**src/lpmsq_pkg.sv**
```systemverilog
// Shared constants and types of the low power mode sequencer
package lpmsq_pkg;
    localparam int CLK_PERIOD_NS = 10;
    // Hold time is measured in millisecond ticks
    localparam int TICK_PERIOD_NS = 1000000;
    localparam int TICK_CYCLES = (TICK_PERIOD_NS + CLK_PERIOD_NS - 1) / CLK_PERIOD_NS;
    localparam int SHORT_MIN_MS = 1000;
    localparam int SHORT_MAX_MS = 2000;
    localparam int LONG_MIN_MS = 3000;
    localparam int LONG_MAX_MS = 6000;
    localparam int HOLD_W = 13;
    localparam int SYNC_N = 3;

    typedef enum logic [2:0] {
        ST_NORMAL = 3'h0,
        ST_SLEEP = 3'h1,
        ST_STBY = 3'h2,
        ST_SNOOZE = 3'h3,
        ST_DSTBY = 3'h4,
        ST_CLKSEL = 3'h5
    } lpmsq_state_t;

    localparam lpmsq_state_t STATE_RESET = ST_NORMAL;
    // Last entered reduced-power state after reset: next short press picks sleep, or standby in long-timer mode
    localparam lpmsq_state_t LAST_RESET = ST_DSTBY;
endpackage

```
**src/lpmsq_press.sv**
```systemverilog
// Button synchroniser and press-duration classifier
`timescale 1ns/10ps
module lpmsq_press
    import lpmsq_pkg::*;
#(
    parameter int TICK_N = TICK_CYCLES,
    parameter int SHORT_MIN = SHORT_MIN_MS,
    parameter int SHORT_MAX = SHORT_MAX_MS,
    parameter int LONG_MIN = LONG_MIN_MS,
    parameter int LONG_MAX = LONG_MAX_MS
) (
    input wire logic core_clk, // 100 MHz clock
    input wire logic rst, // Synchronous reset, active high
    input wire logic button_n, // Push-button pin, low while pressed
    output logic press_done_r, // Pulse: a press was released
    output logic press_short_r, // Pulse: released inside the short window
    output logic press_long_r // Pulse: released inside the long window
);
    localparam int TW = $clog2(TICK_N + 1);
    localparam logic [HOLD_W-1:0] HOLD_SAT = HOLD_W'(LONG_MAX + 1);

    generate
        if (TICK_N < 1 || SHORT_MIN > SHORT_MAX || SHORT_MAX >= LONG_MIN || LONG_MIN > LONG_MAX
            || LONG_MAX + 1 >= (1 << HOLD_W)) begin : g_bad
            $error("lpmsq_press: press windows or tick length not servable");
        end
    endgenerate

    logic btn_meta_r;
    logic btn_sync_r;
    logic held_prev_r;
    logic [TW-1:0] tick_cnt_r;
    logic [HOLD_W-1:0] hold_ms_r;

    wire held = ~btn_sync_r;
    wire released = held_prev_r & ~held;
    wire tick = (tick_cnt_r == TW'(TICK_N - 1));
    wire in_short = (hold_ms_r >= HOLD_W'(SHORT_MIN))
        && (hold_ms_r <= HOLD_W'(SHORT_MAX));
    wire in_long = (hold_ms_r >= HOLD_W'(LONG_MIN))
        && (hold_ms_r <= HOLD_W'(LONG_MAX));

    always_ff @(posedge core_clk) begin
        if (rst) begin
            btn_meta_r <= 1'b1;
            btn_sync_r <= 1'b1;
            held_prev_r <= 1'b0;
        end else begin
            btn_meta_r <= button_n;
            btn_sync_r <= btn_meta_r;
            held_prev_r <= held;
        end
    end

    // Hold time saturates just past the long window so overlong presses stay unclassified
    always_ff @(posedge core_clk) begin
        if (rst || !held) begin
            tick_cnt_r <= '0;
            hold_ms_r <= '0;
        end else begin
            tick_cnt_r <= tick ? '0 : tick_cnt_r + TW'(1);
            if (tick && hold_ms_r != HOLD_SAT) begin
                hold_ms_r <= hold_ms_r + HOLD_W'(1);
            end
        end
    end

    always_ff @(posedge core_clk) begin
        if (rst) begin
            press_done_r <= 1'b0;
            press_short_r <= 1'b0;
            press_long_r <= 1'b0;
        end else begin
            press_done_r <= released;
            press_short_r <= released & in_short;
            press_long_r <= released & in_long;
        end
    end
endmodule

```
**src/lpmsq_sequencer.sv**
```systemverilog
// Low power mode sequencer: button and timer driven reduced-power state machine
`timescale 1ns/10ps
module lpmsq_sequencer
    import lpmsq_pkg::*;
#(
    parameter int TICK_N = TICK_CYCLES
) (
    input wire logic core_clk, // 100 MHz clock
    input wire logic rst, // Synchronous reset, active high
    input wire logic button_n, // Push-button pin, low while pressed
    input wire logic wake_timer_evt, // Periodic wake-timer pin, rising edge is an event
    input wire logic timer_underflow_event, // Channel one underflow pin, rising edge
    input wire logic long_timer_mode, // Pin level: long-timer variant selected
    input wire logic clk_sel_done, // Pulse from clock-selection machine, same clock
    output lpmsq_state_t mode_r, // Current power state
    output logic clk_sel_start_r, // Pulse: control passed to clock selection
    output logic dev_reset_req_r // Pulse: full device reset requested
);
    logic press_done;
    logic press_short;
    logic press_long;

    lpmsq_press #(
        .TICK_N(TICK_N)
    ) u_press (
        .core_clk(core_clk),
        .rst(rst),
        .button_n(button_n),
        .press_done_r(press_done),
        .press_short_r(press_short),
        .press_long_r(press_long)
    );

    // Pin synchronisers: meta, sync, and a third stage for edge detection
    logic [SYNC_N-1:0] pin_in;
    logic [SYNC_N-1:0] meta_r;
    logic [SYNC_N-1:0] sync_r;
    logic [SYNC_N-1:0] prev_r;
    logic [SYNC_N-1:0] rise;
    assign pin_in = {long_timer_mode, timer_underflow_event, wake_timer_evt};

    genvar gi;
    generate
        for (gi = 0; gi < SYNC_N; gi++) begin : g_sync
            always_ff @(posedge core_clk) begin
                if (rst) begin
                    meta_r[gi] <= 1'b0;
                    sync_r[gi] <= 1'b0;
                    prev_r[gi] <= 1'b0;
                end else begin
                    meta_r[gi] <= pin_in[gi];
                    sync_r[gi] <= meta_r[gi];
                    prev_r[gi] <= sync_r[gi];
                end
            end
            assign rise[gi] = sync_r[gi] & ~prev_r[gi];
        end
    endgenerate

    wire wake_ev = rise[0];
    wire uflow_ev = rise[1];
    wire lt_mode = sync_r[2];

    lpmsq_state_t last_r;
    lpmsq_state_t state_nxt;
    lpmsq_state_t last_nxt;
    logic clk_start_nxt;
    logic reset_req_nxt;

    // Rotation target for the next short press
    lpmsq_state_t rot_next;
    assign rot_next = (last_r == ST_SLEEP) ? ST_STBY :
                      (last_r == ST_STBY) ? ST_SNOOZE :
                      (last_r == ST_SNOOZE) ? ST_DSTBY : ST_SLEEP;
    lpmsq_state_t lt_next;
    assign lt_next = (last_r == ST_STBY) ? ST_DSTBY : ST_STBY;
    // Wake sources differ between the two variants
    wire stby_wake = lt_mode ? uflow_ev : wake_ev;
    wire dstby_wake = lt_mode ? uflow_ev : press_done;

    always_comb begin
        state_nxt = mode_r;
        last_nxt = last_r;
        clk_start_nxt = 1'b0;
        reset_req_nxt = 1'b0;
        case (mode_r)
            ST_NORMAL: begin
                if (lt_mode) begin
                    if (press_done) begin
                        state_nxt = lt_next;
                        last_nxt = lt_next;
                    end
                end else if (press_short) begin
                    state_nxt = rot_next;
                    last_nxt = rot_next;
                end else if (press_long) begin
                    state_nxt = ST_CLKSEL;
                    clk_start_nxt = 1'b1;
                end
            end
            ST_SLEEP: begin
                if (press_done) begin
                    state_nxt = ST_NORMAL;
                end
            end
            ST_STBY, ST_SNOOZE: begin
                if (stby_wake) begin
                    state_nxt = ST_NORMAL;
                end
            end
            ST_DSTBY: begin
                if (dstby_wake) begin
                    state_nxt = ST_NORMAL;
                    last_nxt = LAST_RESET;
                    reset_req_nxt = 1'b1;
                end
            end
            ST_CLKSEL: begin
                if (clk_sel_done) begin
                    state_nxt = ST_NORMAL;
                end
            end
            default: begin
                state_nxt = ST_NORMAL;
            end
        endcase
    end

    // State, rotation memory and output pulses
    always_ff @(posedge core_clk) begin
        if (rst) begin
            mode_r <= STATE_RESET;
            last_r <= LAST_RESET;
            clk_sel_start_r <= 1'b0;
            dev_reset_req_r <= 1'b0;
        end else begin
            mode_r <= state_nxt;
            last_r <= last_nxt;
            clk_sel_start_r <= clk_start_nxt;
            dev_reset_req_r <= reset_req_nxt;
        end
    end
endmodule

```
**config.mk**
```make
export PLATFORM = sky130hd
export DESIGN_NAME = lpmsq_sequencer
export DESIGN_NICKNAME = d
export VERILOG_FILES = /design/src/lpmsq_pkg.sv /design/src/lpmsq_press.sv /design/src/lpmsq_sequencer.sv
export SDC_FILE = /design/constraint.sdc
export NUM_CORES = 1
export LEC_CHECK = 0
export BUFFER_PORTS_ARGS = -buffer_cell sky130_fd_sc_hd__buf_4
export CORE_ASPECT_RATIO = 0.75
export CORE_MARGIN = 2
export CORE_UTILIZATION = 49
export CTS_CLUSTER_SIZE = 28
export DETAILED_ROUTE_END_ITERATION = 16
export GPL_TIMING_DRIVEN = 0
export MAX_ROUTING_LAYER = met4
export PLACE_DENSITY = 0.7
export SETUP_SLACK_MARGIN = 0.1
export SLEW_MARGIN = 40
export SYNTH_ARGS = -nofsm -noshare
export SYNTH_HDL_FRONTEND = slang
export SYNTH_SLANG_ARGS = --single-unit
```
**constraint.sdc**
```tcl
create_clock -name core_clk -period 1.6 [get_ports core_clk]
set_input_delay 0 -clock core_clk [delete_from_list [all_inputs] [get_ports core_clk]]
set_output_delay 0 -clock core_clk [all_outputs]
set_load 0.01 [all_outputs]
```
==> run_results.csv <==
group,metric,value,unit
setup_path,cp_slowest_cell,"dfxtp_4",
place,place_hpwl,3143,µm
setup_path,critical_path.max_stage_delay,0.37,ns
power_and_ir_drop,p_seq_share,50.3,%
grt,grt_overflow,0,
worst_hold_path,hold_start,"rst",
place,buffer_ports.inserted,11,
setup_path,worstPathMaxFanout,6,
logic_synthesis,synthArstFlopShare,0,%
die,io_pins,12,
worst_hold_path,hold_path_end,"last_r[2]",
power_and_ir_drop,sw_frac_of_total,25.08,%
final_layout,layoutNonFillerInstCount,371,
setup_path,r2r-end,"u_press.hold_ms_r[6]",
timing,max-slew-margin-rel,67.79,%
final_layout,antenna_cells,0,
logic_synthesis,ys_ff_latch,52,
logic_synthesis,synth_top_area_share,43.27,%
clock_network,insertion_delay,0.31,ns
timing,max_freq,573.6,MHz
timing,fin_crit_sh,109.0,%
grt,track_usage,19.29,%
logic_synthesis,synth_area,2406,µm²
logic_synthesis,ys_warn_count,0,
final_layout,syn_to_final_growth,27.72,%
power_and_ir_drop,powerDensity,884.7,nW/µm²
final_layout,fin_util,63.79,%
die,die-area,5493,µm²
die,die_y,64.69,µm
route,ant_nets,0,
setup_path,required,1.81,ns
timing,hold_viol_final,0,
clock_network,ctsHtreeMaxLevel,2,
setup_path,crit_chain,"ha_4 > and4_4 > and4_1 > buf_6 > nor2b_1 > buf_4 > a31oi_1 > a41o_1",
final_layout,drive_above_1_share,31.19,%
route,route.vias.total,2007,
place,gp_congestion,0.8424,
place,dpl.cell_count,342,
grt,antenna_found_initial,0,
route,avgRoutedWirePerCell,13.54,µm
logic_synthesis,synth_edf_count,0,
logic_synthesis,yosysTopAreaCell,"dfxtp_1",
timing,setup_viol,14,
logic_synthesis,synth.distinct_cells,51,
die,core_area,4817,µm²
final_layout,finalNetCount,321,
logic_synthesis,syn_avg_cell_area,8.878,µm²
route,drc,0,
final_layout,design_area,3073,µm²
power_and_ir_drop,p_sw,681.8,µW
final_layout,fill_cells,390,
timing,period_needed,1.743,ns
timing,tightest_slew,0.4831,ns
route,firstDrtPassIters,4,
setup_path,reg2regPathDepth,8,
power_and_ir_drop,leakagePower,0.001176,µW
route,wl,5025,µm
logic_synthesis,synth_ff_type,"dfxtp_1",
power_and_ir_drop,pwr-share-clk,33.6,%
setup_path,rrSetupSlack,-0.14,ns
timing,tns,-1.008,ns
timing,skew,0.008471,ns
timing,slew_viol_final,0,
worst_hold_path,hold_depth,3,
logic_synthesis,ys_seq_area_share,43.27,%
grt,grt_pass1_wl,8335,µm
power_and_ir_drop,internal_power,2037,µW
clock_network,cts.path.max_buffers,2,
grt,grt_pass1_vias,1867,
route,vias_per_cell,5.410,
power_and_ir_drop,ir_worst_vdd,0.4711,mV
logic_synthesis,synth_area_leaders,"dfxtp_1, nor2_1, xnor2_1",
die,initial_core_util,49.95,%
place,place_area,2601,µm²
run_status,status,"complete, but fails checks",
power_and_ir_drop,comb_power_share,16.1,%
die,rows,22,
logic_synthesis,syn_nets,282,
timing,rsz0062_at_grt,"true",
setup_path,crit_type,"flip-flop to flip-flop",
timing,timing.final.ws_setup,-0.1435,ns
clock_network,cts_buffers,5,
job,cap_violations,0,
clock_network,path_clk_slew,0.10,ns
setup_path,crit_arrival,1.95,ns
die,dieWidth,84.92,µm
setup_path,reg2reg_from,"u_press.tick_cnt_r[0]",
clock_network,cts_tree,"done",
route,drtIter0Drc,119,
setup_path,crit_path_start_kind,"flip-flop",
clock_network,clock_sinks,52,
clock_network,cts_root_buf,"clkbuf_8",
grt,grt_max_degree,17,
worst_hold_path,hp-class,"input port to flip-flop",
logic_synthesis,netlist_instances,271,
setup_path,worstSetupEndpointType,"flip-flop",
run_status,failed_checks,"setup timing",
place,pre_cts_ws,-0.2149,ns
[cells in the final DEF, fill, tap and decap left out, drive strengths merged, types with 5 or more instances in the layout]
cell type	synthesis	final
a21oi	14	14
and3	6	6
and4	5	5
buf	5	35
clkbuf	8	11
dfxtp	52	52
inv	14	14
mux2i	5	5
nand2	17	17
nand3	12	12
nand4	7	7
nor2	35	35
nor2b	9	9
o21ai	6	6
or3	7	7
xnor2	9	9
xor2	9	9
[synthesized netlist by cell type (2+ instances only)]
| cell | n |
|---|---|
| nor3_1 | 4 |
| and4b_1 | 2 |
| xnor2_1 | 9 |
| ha_1 | 4 |
| or4_1 | 2 |
| o31ai_1 | 3 |
| nand2b_1 | 2 |
| nand3_1 | 11 |
| nor3b_1 | 2 |
| a21oi_1 | 14 |
| a211oi_1 | 2 |
| and4_1 | 4 |
| o21ai_0 | 6 |
| inv_1 | 14 |
| or2_2 | 3 |
| nand4_1 | 6 |
| mux2i_1 | 5 |
| a31o_2 | 3 |
| and3_1 | 5 |
| nor2_1 | 35 |
| nor2b_1 | 9 |
| clkbuf_1 | 8 |
| buf_2 | 3 |
| dfxtp_1 | 52 |
| nor4b_2 | 2 |
| or3_1 | 7 |
| nand2_1 | 17 |
| xor2_1 | 9 |
| o21bai_1 | 3 |
| nor4_1 | 4 |
[stage by stage]
| stage | total power (µW) | hold slack (ns) |
|---|---|---|
| after floorplan | 1593 | 0.1038 |
| after global placement | 1670 | 0.1844 |
| after detailed placement | 1670 | 0.1877 |
| after CTS | 2607 | 0.001114 |
| after global routing | 2829 | 0.01631 |
| final | 2719 | 0.005340 |
[layer usage]
layer	part of all wire [%]	global-route usage, %	routed length (µm)
met2	45	29.72	2269
met1	50	26.07	2528
met4	1.1	5.357	56
met5	0	-	0
met3	3.4	3.822	171
[power groups by stage]
stage                     sequential (µW)  combinational, µW  clock, µW
after floorplan                      1380                210          0
after global placement               1380                291          0
after detailed placement             1380                290          0
after CTS                            1350                327        929
after global routing                 1370                471        986
final                                1370                439        913
[timing repair]
action | CTS | global route
hold endpoints to repair | 4 | 0
pin swaps | 8 | 15
buffers inserted | 11 | 6
hold buffers | 4 | 0
endpoints found under the setup margin | 34 | 33
gates resized for setup | 21 | 36
[flip-flops by register name (all words and copies together), names as in the netlist, 2 cells and up]
name / cells
prev_r: 2
sync_r: 2
mode_r: 3
meta_r: 3
last_r: 3
u_press.tick_cnt_r: 17
u_press.hold_ms_r: 13
[logic make-up after synthesis]
family	Yosys count	share of synthesized area (%)
AND/OR/NAND/NOR	123	29.22
flip-flops	52	43.27
AO/OA/AOI/OAI	40	11.08
buffers and inverters	27	4.836
XOR/XNOR	18	6.553
multiplexers	6	2.548
adder cells (fa/ha/maj)	5	2.496
[worst max path at each step]
stage | start | endpoint | slack, ns
3_3_place_gp | u_press.tick_cnt_r[0] | u_press.hold_ms_r[6] | -0.19
3_5_place_dp | u_press.tick_cnt_r[0] | u_press.hold_ms_r[6] | -0.21
5_1_grt | u_press.tick_cnt_r[5] | u_press.hold_ms_r[6] | -0.20
6_report | u_press.tick_cnt_r[0] | u_press.hold_ms_r[6] | -0.14
4_1_cts | u_press.tick_cnt_r[0] | u_press.hold_ms_r[6] | -0.15
2_1_floorplan | u_press.tick_cnt_r[0] | u_press.hold_ms_r[6] | -0.06
[worst max-delay path, delay by kind of cell (launching register included)]
family                     cells  cell delay, ns
buffers and inverters          2            0.30
adders and majority gates      1            0.12
DFF                            1            0.37
AOI/OAI and AO/OA              2            0.30
and+or+nand+nor                3            0.54
[area by class of cell]
class                   count  area, µm²  area share, %
inverters                  14      52.55          1.710
multi-input cells         192       1409          45.85
flip-flops and latches     52       1066          34.69
well taps                  60      75.07          2.443
plain buffers              13      93.84          3.054
clock inverters             3      42.54          1.384
repair buffers             32      265.3          8.632
clock buffers               5      68.82          2.239
Power figures use the tool's default switching activity.
